===== src/hw/ptc_pkg.sv =====
// Constants and types for the PCI target front end with EEPROM id loader.
// Assumes one clock and an asynchronous active-high reset everywhere.
package ptc_pkg;

  // ----------------------------------------------------------------
  // Bus commands
  // ----------------------------------------------------------------
  localparam logic [3:0] CMD_MEM_RD   = 4'h6;
  localparam logic [3:0] CMD_MEM_WR   = 4'h7;
  localparam logic [3:0] CMD_CFG_RD   = 4'hA;
  localparam logic [3:0] CMD_CFG_WR   = 4'hB;
  localparam logic [3:0] CMD_MEM_RDM  = 4'hC;
  localparam logic [3:0] CMD_MEM_RDL  = 4'hE;
  localparam logic [3:0] CMD_MEM_WRI  = 4'hF;

  // ----------------------------------------------------------------
  // Configuration space offsets and fields
  // ----------------------------------------------------------------
  localparam logic [7:0]  CFG_ID       = 8'h00;
  localparam logic [7:0]  CFG_CMDSTAT  = 8'h04;
  localparam logic [7:0]  CFG_CLASS    = 8'h08;
  localparam logic [7:0]  CFG_BAR      = 8'h10;
  localparam logic [7:0]  CFG_SUBSYS   = 8'h2C;
  localparam logic [7:0]  CFG_INTR     = 8'h3C;
  localparam int          CMD_MEM_BIT  = 1;
  localparam int          CMD_PERR_BIT = 6;
  localparam int          CMD_SERR_BIT = 8;
  localparam int          STAT_FB2B    = 23;
  localparam logic [23:0] CLASS_CODE   = 24'h070002;
  localparam logic [7:0]  REVISION_ID  = 8'h01;
  localparam logic [7:0]  INT_PIN      = 8'h01;
  localparam int          BAR_LSB      = 12;
  // Identity defaults, values are arbitrary
  localparam logic [15:0] VENDOR_DEF   = 16'h1D00;
  localparam logic [15:0] DEVICE_DEF   = 16'h0A01;

  // ----------------------------------------------------------------
  // Memory window offsets (byte addresses inside the 4K window)
  // ----------------------------------------------------------------
  localparam logic [11:0] MEM_INT_STAT = 12'h080;
  localparam logic [11:0] MEM_EE_MAN   = 12'h08C;
  localparam int          EE_CK_BIT    = 0;
  localparam int          EE_CS_BIT    = 1;
  localparam int          EE_DI_BIT    = 2;
  localparam int          EE_DO_BIT    = 3;
  localparam int          EE_BUSY_BIT  = 4;
  localparam int          INT_TIMER    = 8;
  localparam int          INT_MPIO     = 9;
  localparam int          INT_WAKE     = 10;

  // ----------------------------------------------------------------
  // EEPROM loader timing and framing
  // ----------------------------------------------------------------
  localparam int          EE_DIV       = 256;
  localparam logic [6:0]  EE_HALF_LAST = 7'(EE_DIV / 2 - 1);
  localparam logic [4:0]  EE_CMD_BITS  = 5'h09;
  localparam logic [4:0]  EE_DUMMY     = 5'h08;
  localparam logic [4:0]  EE_END       = 5'h19;
  localparam logic [1:0]  EE_LAST_WORD = 2'h3;
  localparam logic [2:0]  EE_RD_OP     = 3'h6;

  typedef enum logic [1:0] {
    PTC_IDLE = 2'b00,
    PTC_WAIT = 2'b01,
    PTC_DATA = 2'b10,
    PTC_TURN = 2'b11
  } ptc_bus_t;

  typedef enum logic [1:0] {
    PTC_LD_START = 2'b00,
    PTC_LD_RUN   = 2'b01,
    PTC_LD_GAP   = 2'b10,
    PTC_LD_DONE  = 2'b11
  } ptc_ld_t;

endpackage


===== src/hw/ptc_ee_loader.sv =====
// Reads four 16-bit id words from a serial EEPROM after reset.
// Assumes a microwire-style part; read data idles high when none is fitted.
`timescale 1ns/10ps
module ptc_ee_loader (
  input  wire logic        sys_clk,
  input  wire logic        sys_rst,
  input  wire logic        ee_rd,
  output logic             ee_ck,
  output logic             ee_cs,
  output logic             ee_di,
  output logic             busy,
  output logic [15:0]      vendor_id,
  output logic [15:0]      device_id,
  output logic [15:0]      sub_vendor_id,
  output logic [15:0]      sub_id
);

  typedef struct packed {
    ptc_pkg::ptc_ld_t  st;
    logic [6:0]        div;
    logic              ck;
    logic              cs;
    logic              di;
    logic [4:0]        bitn;
    logic [1:0]        word;
    logic [15:0]       sh;
    logic              ok;
    logic [3:0][15:0]  ids;
  } ptc_ld_state_t;

  ptc_ld_state_t s;
  ptc_ld_state_t next_s;
  logic [8:0]    cmd;

  // ----------------------------------------------------------------
  // Loader sequence
  // ----------------------------------------------------------------
  always_comb begin
    next_s = s;
    cmd = {ptc_pkg::EE_RD_OP, 4'h0, s.word};
    next_s.div = s.div + 7'h01;
    if (s.div == ptc_pkg::EE_HALF_LAST) begin
      next_s.div = 7'h00;
      case (s.st)
        ptc_pkg::PTC_LD_START, ptc_pkg::PTC_LD_GAP: begin
          if (s.st == ptc_pkg::PTC_LD_GAP && s.word == ptc_pkg::EE_LAST_WORD) begin
            next_s.st = ptc_pkg::PTC_LD_DONE;
          end else begin
            if (s.st == ptc_pkg::PTC_LD_GAP) begin
              next_s.word = s.word + 2'h1;
            end
            next_s.cs = 1'b1;
            next_s.di = 1'b1;
            next_s.bitn = 5'h00;
            next_s.st = ptc_pkg::PTC_LD_RUN;
          end
        end
        ptc_pkg::PTC_LD_RUN: begin
          if (!s.ck) begin
            if (s.bitn == ptc_pkg::EE_END) begin
              next_s.cs = 1'b0;
              next_s.st = ptc_pkg::PTC_LD_GAP;
            end else begin
              next_s.ck = 1'b1;
            end
          end else begin
            next_s.ck = 1'b0;
            if (s.bitn == ptc_pkg::EE_DUMMY && ee_rd) begin
              next_s.ok = 1'b0;
            end
            if (s.bitn > ptc_pkg::EE_DUMMY) begin
              next_s.sh = {s.sh[14:0], ee_rd};
            end
            if (s.bitn == ptc_pkg::EE_END - 5'h01 && s.ok) begin
              next_s.ids[s.word] = {s.sh[14:0], ee_rd};
            end
            next_s.bitn = s.bitn + 5'h01;
            next_s.di = (s.bitn + 5'h01 < ptc_pkg::EE_CMD_BITS) ?
                        cmd[4'(ptc_pkg::EE_DUMMY - s.bitn - 5'h01)] : 1'b0;
          end
        end
        default: begin
          next_s.ck = 1'b0;
          next_s.cs = 1'b0;
        end
      endcase
    end
  end

  always_ff @(posedge sys_clk or posedge sys_rst) begin
    if (sys_rst) begin
      s <= '{st: ptc_pkg::PTC_LD_START, div: 7'h00, ck: 1'b0, cs: 1'b0, di: 1'b0,
             bitn: 5'h00, word: 2'h0, sh: 16'h0000, ok: 1'b1,
             ids: {16'h0000, 16'h0000, ptc_pkg::DEVICE_DEF, ptc_pkg::VENDOR_DEF}};
    end else begin
      s <= next_s;
    end
  end

  assign ee_ck         = s.ck;
  assign ee_cs         = s.cs;
  assign ee_di         = s.di;
  assign busy          = (s.st != ptc_pkg::PTC_LD_DONE);
  assign vendor_id     = s.ids[0];
  assign device_id     = s.ids[1];
  assign sub_vendor_id = s.ids[2];
  assign sub_id        = s.ids[3];

endmodule


===== src/hw/ptc_target.sv =====
// PCI target front end: config space, 4K memory window, id EEPROM.
// Assumes bus pins sampled on sys_clk; local register sets sit behind loc_*.
`timescale 1ns/10ps
module ptc_target (
  input  wire logic        sys_clk,
  input  wire logic        sys_rst,
  input  wire logic [31:0] ad_in,
  output logic      [31:0] ad_out,
  output logic             ad_oe,
  input  wire logic [3:0]  cbe_n,
  input  wire logic        frame_n,
  input  wire logic        irdy_n,
  input  wire logic        idsel,
  output logic             trdy_n,
  output logic             devsel_n,
  output logic             stop_n,
  output logic             ctl_oe,
  output logic             par_out,
  output logic             par_oe,
  output logic             eeprom_serial_clock,
  output logic             eeprom_chip_select,
  output logic             eeprom_write_data,
  input  wire logic        eeprom_read_data,
  input  wire logic [7:0]  irq_uart,
  input  wire logic        irq_timer,
  input  wire logic        irq_mpio,
  input  wire logic        irq_wake,
  output logic      [11:0] loc_addr,
  input  wire logic [31:0] loc_rdata,
  output logic             loc_wr,
  output logic      [11:0] loc_waddr,
  output logic      [31:0] loc_wdata,
  output logic      [3:0]  loc_be
);

  typedef struct packed {
    ptc_pkg::ptc_bus_t st;
    logic              busy;
    logic              mem;
    logic              wr;
    logic [9:0]        addr;
    logic [31:0]       ad_out;
    logic              ad_oe;
    logic              trdy_n;
    logic              devsel_n;
    logic              ctl_oe;
    logic              par;
    logic              par_oe;
    logic              mem_en;
    logic              perr_en;
    logic              serr_en;
    logic [19:0]       bar;
    logic [7:0]        int_line;
    logic [2:0]        man;
    logic              ee_ck;
    logic              ee_cs;
    logic              ee_di;
    logic              loc_wr;
    logic [11:0]       loc_waddr;
    logic [31:0]       loc_wdata;
    logic [3:0]        loc_be;
  } ptc_state_t;

  ptc_state_t  s;
  ptc_state_t  next_s;
  logic        ld_ck;
  logic        ld_cs;
  logic        ld_di;
  logic        ld_busy;
  logic [15:0] vendor_id;
  logic [15:0] device_id;
  logic [15:0] sub_vendor_id;
  logic [15:0] sub_id;
  logic [11:0] off;
  logic [31:0] rdata;
  logic [31:0] wmerge;
  logic [3:0]  be;
  logic        cfg_hit;
  logic        mem_hit;
  logic        is_mem_rd;
  logic        is_mem_wr;

  ptc_ee_loader u_loader (
    .sys_clk       (sys_clk),
    .sys_rst       (sys_rst),
    .ee_rd         (eeprom_read_data),
    .ee_ck         (ld_ck),
    .ee_cs         (ld_cs),
    .ee_di         (ld_di),
    .busy          (ld_busy),
    .vendor_id     (vendor_id),
    .device_id     (device_id),
    .sub_vendor_id (sub_vendor_id),
    .sub_id        (sub_id)
  );

  // ----------------------------------------------------------------
  // Read data and byte lane merge
  // ----------------------------------------------------------------
  always_comb begin
    off = {s.addr, 2'b00};
    be = ~cbe_n;
    rdata = 32'h0000_0000;
    if (!s.mem) begin
      if (off[7:0] == ptc_pkg::CFG_ID) begin
        rdata = {device_id, vendor_id};
      end else if (off[7:0] == ptc_pkg::CFG_CMDSTAT) begin
        rdata[ptc_pkg::STAT_FB2B] = 1'b1;
        rdata[ptc_pkg::CMD_MEM_BIT] = s.mem_en;
        rdata[ptc_pkg::CMD_PERR_BIT] = s.perr_en;
        rdata[ptc_pkg::CMD_SERR_BIT] = s.serr_en;
      end else if (off[7:0] == ptc_pkg::CFG_CLASS) begin
        rdata = {ptc_pkg::CLASS_CODE, ptc_pkg::REVISION_ID};
      end else if (off[7:0] == ptc_pkg::CFG_BAR) begin
        rdata = {s.bar, 12'h000};
      end else if (off[7:0] == ptc_pkg::CFG_SUBSYS) begin
        rdata = {sub_id, sub_vendor_id};
      end else if (off[7:0] == ptc_pkg::CFG_INTR) begin
        rdata = {16'h0000, ptc_pkg::INT_PIN, s.int_line};
      end
    end else if (off == ptc_pkg::MEM_INT_STAT) begin
      rdata[7:0] = irq_uart;
      rdata[ptc_pkg::INT_TIMER] = irq_timer;
      rdata[ptc_pkg::INT_MPIO] = irq_mpio;
      rdata[ptc_pkg::INT_WAKE] = irq_wake;
    end else if (off == ptc_pkg::MEM_EE_MAN) begin
      rdata[ptc_pkg::EE_CK_BIT] = s.man[ptc_pkg::EE_CK_BIT];
      rdata[ptc_pkg::EE_CS_BIT] = s.man[ptc_pkg::EE_CS_BIT];
      rdata[ptc_pkg::EE_DI_BIT] = s.man[ptc_pkg::EE_DI_BIT];
      rdata[ptc_pkg::EE_DO_BIT] = eeprom_read_data;
      rdata[ptc_pkg::EE_BUSY_BIT] = ld_busy;
    end else begin
      rdata = loc_rdata;
    end
    for (int i = 0; i < 4; i++) begin
      wmerge[i*8 +: 8] = be[i] ? ad_in[i*8 +: 8] : rdata[i*8 +: 8];
    end
  end

  // ----------------------------------------------------------------
  // Address decode
  // ----------------------------------------------------------------
  always_comb begin
    is_mem_rd = (cbe_n == ptc_pkg::CMD_MEM_RD) || (cbe_n == ptc_pkg::CMD_MEM_RDM) ||
                (cbe_n == ptc_pkg::CMD_MEM_RDL);
    is_mem_wr = (cbe_n == ptc_pkg::CMD_MEM_WR) || (cbe_n == ptc_pkg::CMD_MEM_WRI);
    cfg_hit = idsel && (ad_in[1:0] == 2'b00) &&
              ((cbe_n == ptc_pkg::CMD_CFG_RD) || (cbe_n == ptc_pkg::CMD_CFG_WR));
    mem_hit = s.mem_en && (ad_in[31:ptc_pkg::BAR_LSB] == s.bar) &&
              (is_mem_rd || is_mem_wr);
  end

  // ----------------------------------------------------------------
  // Target sequencer
  // ----------------------------------------------------------------
  always_comb begin
    next_s = s;
    next_s.loc_wr = 1'b0;
    next_s.par = ^{s.ad_out, cbe_n};
    next_s.par_oe = s.ad_oe;
    if (!frame_n) begin
      next_s.busy = 1'b1;
    end else if (irdy_n) begin
      next_s.busy = 1'b0;
    end
    case (s.st)
      ptc_pkg::PTC_IDLE: begin
        if (!frame_n && !s.busy && (cfg_hit || mem_hit)) begin
          next_s.mem = mem_hit && !cfg_hit;
          next_s.wr = cfg_hit ? cbe_n[0] : is_mem_wr;
          next_s.addr = ad_in[11:2];
          next_s.devsel_n = 1'b0;
          next_s.trdy_n = 1'b1;
          next_s.ctl_oe = 1'b1;
          next_s.st = (cfg_hit ? cbe_n[0] : is_mem_wr) ? ptc_pkg::PTC_DATA
                                                      : ptc_pkg::PTC_WAIT;
          next_s.trdy_n = !(cfg_hit ? cbe_n[0] : is_mem_wr);
        end
      end
      ptc_pkg::PTC_WAIT: begin
        next_s.ad_out = rdata;
        next_s.ad_oe = 1'b1;
        next_s.trdy_n = 1'b0;
        next_s.st = ptc_pkg::PTC_DATA;
      end
      ptc_pkg::PTC_DATA: begin
        if (!irdy_n) begin
          if (s.wr && !s.mem) begin
            if (off[7:0] == ptc_pkg::CFG_CMDSTAT) begin
              next_s.mem_en = wmerge[ptc_pkg::CMD_MEM_BIT];
              next_s.perr_en = wmerge[ptc_pkg::CMD_PERR_BIT];
              next_s.serr_en = wmerge[ptc_pkg::CMD_SERR_BIT];
            end else if (off[7:0] == ptc_pkg::CFG_BAR) begin
              next_s.bar = wmerge[31:ptc_pkg::BAR_LSB];
            end else if (off[7:0] == ptc_pkg::CFG_INTR) begin
              next_s.int_line = wmerge[7:0];
            end
          end else if (s.wr) begin
            if (off == ptc_pkg::MEM_EE_MAN) begin
              next_s.man = wmerge[2:0];
            end else if (off != ptc_pkg::MEM_INT_STAT) begin
              next_s.loc_wr = 1'b1;
              next_s.loc_waddr = off;
              next_s.loc_wdata = ad_in;
              next_s.loc_be = be;
            end
          end
          if (frame_n) begin
            next_s.devsel_n = 1'b1;
            next_s.trdy_n = 1'b1;
            next_s.ad_oe = 1'b0;
            next_s.st = ptc_pkg::PTC_TURN;
          end else begin
            next_s.addr = s.addr + 10'h001;
            next_s.trdy_n = !s.wr;
            next_s.st = s.wr ? ptc_pkg::PTC_DATA : ptc_pkg::PTC_WAIT;
          end
        end
      end
      default: begin
        next_s.ctl_oe = 1'b0;
        next_s.st = ptc_pkg::PTC_IDLE;
      end
    endcase
    next_s.ee_ck = ld_busy ? ld_ck : s.man[ptc_pkg::EE_CK_BIT];
    next_s.ee_cs = ld_busy ? ld_cs : s.man[ptc_pkg::EE_CS_BIT];
    next_s.ee_di = ld_busy ? ld_di : s.man[ptc_pkg::EE_DI_BIT];
  end

  always_ff @(posedge sys_clk or posedge sys_rst) begin
    if (sys_rst) begin
      s <= '0;
      s.st <= ptc_pkg::PTC_IDLE;
      s.trdy_n <= 1'b1;
      s.devsel_n <= 1'b1;
    end else begin
      s <= next_s;
    end
  end

  assign ad_out              = s.ad_out;
  assign ad_oe               = s.ad_oe;
  assign trdy_n              = s.trdy_n;
  assign devsel_n            = s.devsel_n;
  assign stop_n              = s.ctl_oe | s.devsel_n;
  assign ctl_oe              = s.ctl_oe;
  assign par_out             = s.par;
  assign par_oe              = s.par_oe;
  assign eeprom_serial_clock = s.ee_ck;
  assign eeprom_chip_select  = s.ee_cs;
  assign eeprom_write_data   = s.ee_di;
  assign loc_addr            = {s.addr, 2'b00};
  assign loc_wr              = s.loc_wr;
  assign loc_waddr           = s.loc_waddr;
  assign loc_wdata           = s.loc_wdata;
  assign loc_be              = s.loc_be;

endmodule


===== config.mk =====
export PLATFORM = sky130hd
export DESIGN_NAME = ptc_target
export DESIGN_NICKNAME = d
export VERILOG_FILES = /design/src/hw/ptc_pkg.sv /design/src/hw/ptc_ee_loader.sv /design/src/hw/ptc_target.sv
export SDC_FILE = /design/constraint.sdc
export NUM_CORES = 1
export LEC_CHECK = 0
export BUFFER_PORTS_ARGS = -buffer_cell sky130_fd_sc_hd__buf_2
export CAP_MARGIN = 40
export CORE_MARGIN = 3
export CORE_UTILIZATION = 35
export DETAILED_ROUTE_END_ITERATION = 8
export GPL_ROUTABILITY_DRIVEN = 0
export HOLD_SLACK_MARGIN = 0.15
export SYNTH_ARGS = -nofsm -noshare
export SYNTH_HDL_FRONTEND = slang
export SYNTH_SLANG_ARGS = --single-unit

===== constraint.sdc =====
create_clock -name sys_clk -period 7.5 [get_ports sys_clk]
set_input_delay 1.125 -clock sys_clk [delete_from_list [all_inputs] [get_ports sys_clk]]
set_output_delay 1.125 -clock sys_clk [all_outputs]
set_load 0.01 [all_outputs]

; Word level (Yosys, flattened, before mapping)
; Cells that the tools add are included.
[totals]
regBits = 237
latch_bits = 0
mem_bits_rw = 0
rom_bits = 0
inputBits = 85
word_cells = 230
n_memories = 0
[classes]
addsub = 6
multipliers = 0
n_div = 0
order_cmp = 5
n_eq_ne = 35
shifts = 0
muxes = 81
bitwise_logic = 10
n_reduce_logical = 55
[op_table]
columns = cell, n
row1 = $mux W49, 6
row2 = $mux W81, 2
row3 = $mux W32, 5
row4 = $mux W98, 1
row5 = $bwmux W64, 1
row6 = $mux W64, 1
row7 = $mux W8, 5
row8 = $reduce_and A4 Y1, 10
row9 = $reduce_xor A36 Y1, 1
row10 = $demux W16 S2, 1
row11 = $mux W16, 2
row12 = $mux W10, 3
row13 = $mux W27, 1
row14 = $mux W1, 22
row15 = $mux W21, 1
row16 = $eq A10 B6 Y1 const B, 2
row17 = $eq A20 B20 Y1, 1
row18 = $eq A4 B4 Y1 const B, 5
row19 = $mux W2, 10
row20 = $pmux W10 S2, 1
row21 = $mux W9, 2
row22 = $mux W14, 1
row23 = $ne A2 B2 Y1 const B, 7
row24 = $eq A6 B4 Y1 const B, 2
row25 = 48 further kinds, 99

; Longest topological paths before layout
[depth]
ltp_word = 9
mapped_depth = 11
ltp_nobuf = 9

; Modules after synthesis
; A second synthesis with hierarchy kept.
[unflattened]
cells_unflattened = 1222
area_unflattened_um2 = 13097.6
[by_module_without_submodules]
columns = mod, instances, cells_each, area_each_um2
row1 = ptc_target, 1, 873, 8534.4
row2 = ptc_ee_loader, 1, 349, 4563.1

; Worst setup path after synthesis
; OpenSTA, ideal clock, no wires.
[synth_path]
kind = input-to-reg
startpoint = input cbe_n[2]
endpoint = register s, in the netlist loc_addr[4]
arrival_ns = 3.077
setup_slack_ns = 4.320
cell_stages = 11
n_path_buf = 3
path_cell_list = clkbuf_1 -> clkbuf_1 -> inv_1 -> ha_1 -> o211ai_1 -> nor3_1 -> o21bai_2 -> a31oi_1 -> clkbuf_1 -> o21ai_0 -> a221oi_1
[synth_via]
elab_chain_cells = 9
word_cells_on_any_way = 18
[synth_rtl]
columns = item, line
row1 = "start, declared", ptc_target.sv:10  ; input wire logic [3:0] cbe_n,
row2 = $eq A4 B3 Y1 / $eq A4 B4 Y1 (equally long branches), ptc_target.sv:144  ; is_mem_rd = (cbe_n == ptc_pkg::CMD_MEM_RD) || (cbe_n == ptc_pkg::CMD_MEM_RDM) ||
row3 = $logic_or A1 B1 Y1 (2 in series), ptc_target.sv:144
row4 = $logic_or A1 B1 Y1, ptc_target.sv:150  ; (is_mem_rd || is_mem_wr);
row5 = $logic_and A1 B1 Y1, ptc_target.sv:149  ; mem_hit = s.mem_en && (ad_in[31:ptc_pkg::BAR_LSB] == s.bar) &&
row6 = $logic_or A1 B1 Y1 (*), ptc_target.sv:168  ; if (!frame_n && !s.busy && (cfg_hit || mem_hit)) begin
row7 = $logic_and A1 B1 Y1 (*), ptc_target.sv:168
row8 = $ne A2 B2 Y1 (no source line) (*), n/a
row9 = $reduce_and A4 Y1 (no source line) (*), n/a
row10 = "end signal, assigned", ptc_target.sv:237  ; s <= next_s;
row11 = "end, declared", ptc_target.sv:64  ; ptc_state_t s;
; Mark *: on every way between the ends. The rest lies on a longest branch, timed or not.
; A chain may end at the register's enable or synchronous reset.

; Worst setup path after layout
[layout_path]
startpoint = input cbe_n[0]
endpoint = register s, in the netlist loc_addr[7]
; Same word-level chain as after synthesis.

==> out/qor.txt <==
DR WL/cell -> 19.8 µm
post-CTS sizing -> 0
gr ovfl total -> 0
CP Capture Type -> register
power density cells -> 352 mW/mm²
Die H -> 196 µm
async set-or-reset flop fraction in the synthesized netlist -> 100%
worst reg2reg setup slack -> 4.25 ns
status -> complete, no violations
placed cell areas -> 0.0132 mm²
reg2reg start -> loc_addr[4]$_DFFE_PP0P_
Clock Latency Late Sink -> 0.54 ns
Die Area -> 0.0383 mm²
WHS Path Cells -> 1
Critical Path Fanout Max -> 21
IO Port Bufs -> 183
vias in the first global route -> 9170
Filler cells -> 3363
Synth Cell Area -> 0.0126 mm²
register area share after synthesis -> 47.0%
Hold-fix buffers, CTS -> 0
largest net degree at the start of global routing -> 169
Max Buffers Root-to-Sink -> 3
#FFs+latches synth -> 236
Setup Skew -> 0.0201 ns
Final TNS setup -> 0 ns
most common cell in the netlist -> dfrtp_1
core area -> 0.0350 mm²
Antenna Violating Nets Remaining -> 0
Crit Path Class -> in2reg
Placement Setup Slack -> 3.69 ns
crit path max-delay cell type -> nor2_1
most frequent cells after synthesis -> 226 x dfrtp_1, 182 x nand2_1, 99 x buf_4, 86 x a21oi_1, 82 x nor2_1
total number of vias -> 9243
Synth area leader -> dfrtp_1
via/cell ratio -> 5.19
Total Power -> 0.00497 W
Design Area, Final -> 0.0141 mm²
Setup violations, final -> 0
final hold violations -> 0
top cells by area, synth -> dfrtp_1 45%, buf_4 5.9%, nand2_1 5.4%
# IOs -> 188
1st-iter DRT viols -> 769
Netlist cell types -> 70
Final WS setup -> 4.22 ns
post-route clock period utilization -> 43.7%
Die W -> 196 µm
nets@finish -> 1412
reg2reg path depth -> 9
worst path arrival time -> 3.66 ns
Slew Viols, Final -> 0
worst hold path startpoint -> u_loader.s[91]$_DFF_PP0_
CTS tree -> built
P&R area growth vs syn -> 12.0%
clock slew at reported path FFs -> 0.05 ns
Max IR drop VDD -> 0.220 mV
Slew @ Worst Pin -> 0.946 ns
H-tree levels -> 1
top_reg_cell synth -> dfrtp_1
initial antenna violation count -> 1
RSZ-0062 raised after global routing -> no
hold crit path type -> reg2reg
worst path required time -> 7.88 ns
initial core utilization -> 36.0%
Hold Path End -> u_loader.s[91]$_DFF_PP0_
startpoint types -> primary input
DRC -> 0
TritonRoute pass-1 iters -> 5
CP peak stage delay -> 0.49 ns
crit-path cells -> buf_2, inv_1, ha_1, a211oi_1, nor4_1, o2111ai_1, o21bai_2, a31oi_1, buf_4, nor2_1, a221oi_1
gr usage total -> 17.9%
total wire length -> 35300 µm
Lkg Pwr -> 6.84 nW
max-cap violation count -> 0
layout cells sized above 1 -> 28.1%
ant diodes -> 0
first-pass GRT wire length -> 54600 µm
Row Count -> 68
RR Endpoint -> loc_waddr[10]$_DFFE_PP0P_
Root Buffer -> clkbuf_16
worst rel slew slack -> 36.9%
setup bufs post-CTS -> 0
Clock Sinks -> 236
post-synthesis cell count -> 1230
Final min period -> 3.28 ns
fmax -> 305 MHz
Post-synth EDFFs -> 0
DPL Wire Length -> 25700 µm
Avg Inst Size Synth -> 10.2 µm²
area share of the largest cell type after synthesis -> 44.9%
WHS -> 0.455 ns
cts bufs inserted -> 27
yosys synthesis warning count -> 0
## critical path: cells and delay by family
kind	cells	cell delay [ns]
AND/OR/NAND/NOR	2	0.77
adder cells (fa/ha/maj)	1	0.22
buffers and inverters	3	0.71
AO/OA/AOI/OAI	5	0.82
## report_power, final
part	switching [W]	internal (W)
sequential	0.000258	0.00154
clock	0.000522	0.000783
combinational	0.00108	0.000785
total	0.00186	0.00311
## worst max-delay path by stage
stage	from	endpoint	depth (start not counted)
floorplan	sys_rst	async pin	1
global placement	cbe_n[0]	loc_addr[8]$_DFFE_PP0P_	11
detailed placement	cbe_n[0]	loc_addr[4]$_DFFE_PP0P_	11
CTS	s[137]$_DFFE_PP0P_	s[76]$_DFFE_PP0P_	9
global route	s[137]$_DFFE_PP0P_	s[76]$_DFFE_PP0P_	9
finish	cbe_n[0]	loc_addr[7]$_DFFE_PP0P_	11
## through the flow
step / util (%) / cells
after floorplan: - / 1233
after global placement: 37.3 / 1719
after detailed placement: 37.8 / 1730
after CTS: 40.3 / 1780
after global routing: 40.3 / 1780
final: 40.3 / 1780
## logic make-up after synthesis
logic type / after synthesis / share of synthesized area (%)
adders and majority gates: 23 / 2.28
muxes: 105 / 10.6
other: 1 / 0.0298
DFF: 236 / 47.0
and+or+nand+nor: 346 / 12.7
buffers and inverters: 193 / 9.84
AOI/OAI and AO/OA: 267 / 13.5
xor gates and xnor gates: 59 / 4.10
## cell type report
class	instances	area (µm²)	share of cell area [%]
repair buffers	202	1170	8.26
clock inverters	7	88.8	0.630
flip-flops and latches	236	5920	41.9
clock buffers	43	786	5.57
inverters	33	128	0.904
well taps	455	569	4.03
multi-input cells	804	5450	38.7
## metal layers
layer / wire (µm) / vias up / track usage [%]
met5: 7 / - / 0
met4: 1110 / 2 / 5.84
met3: 2440 / 64 / 3.61
met2: 16600 / 308 / 29.4
met1: 15100 / 4565 / 23.9
li1: - / 4304 / -
## placed cells by master (no fill, tap or decap), types with 23 or more instances in the layout
master	netlist	routed
a21oi_1	86	86
buf_2	17	184
nand2_1	182	181
dfrtp_1	226	226
xor2_1	23	23
o21ai_0	60	60
mux2_2	58	58
clkbuf_16	0	27
nor2_1	82	82
xnor2_1	36	36
inv_1	33	32
mux2_4	41	41
a22oi_1	24	24
Power figures use the tool's default switching activity.
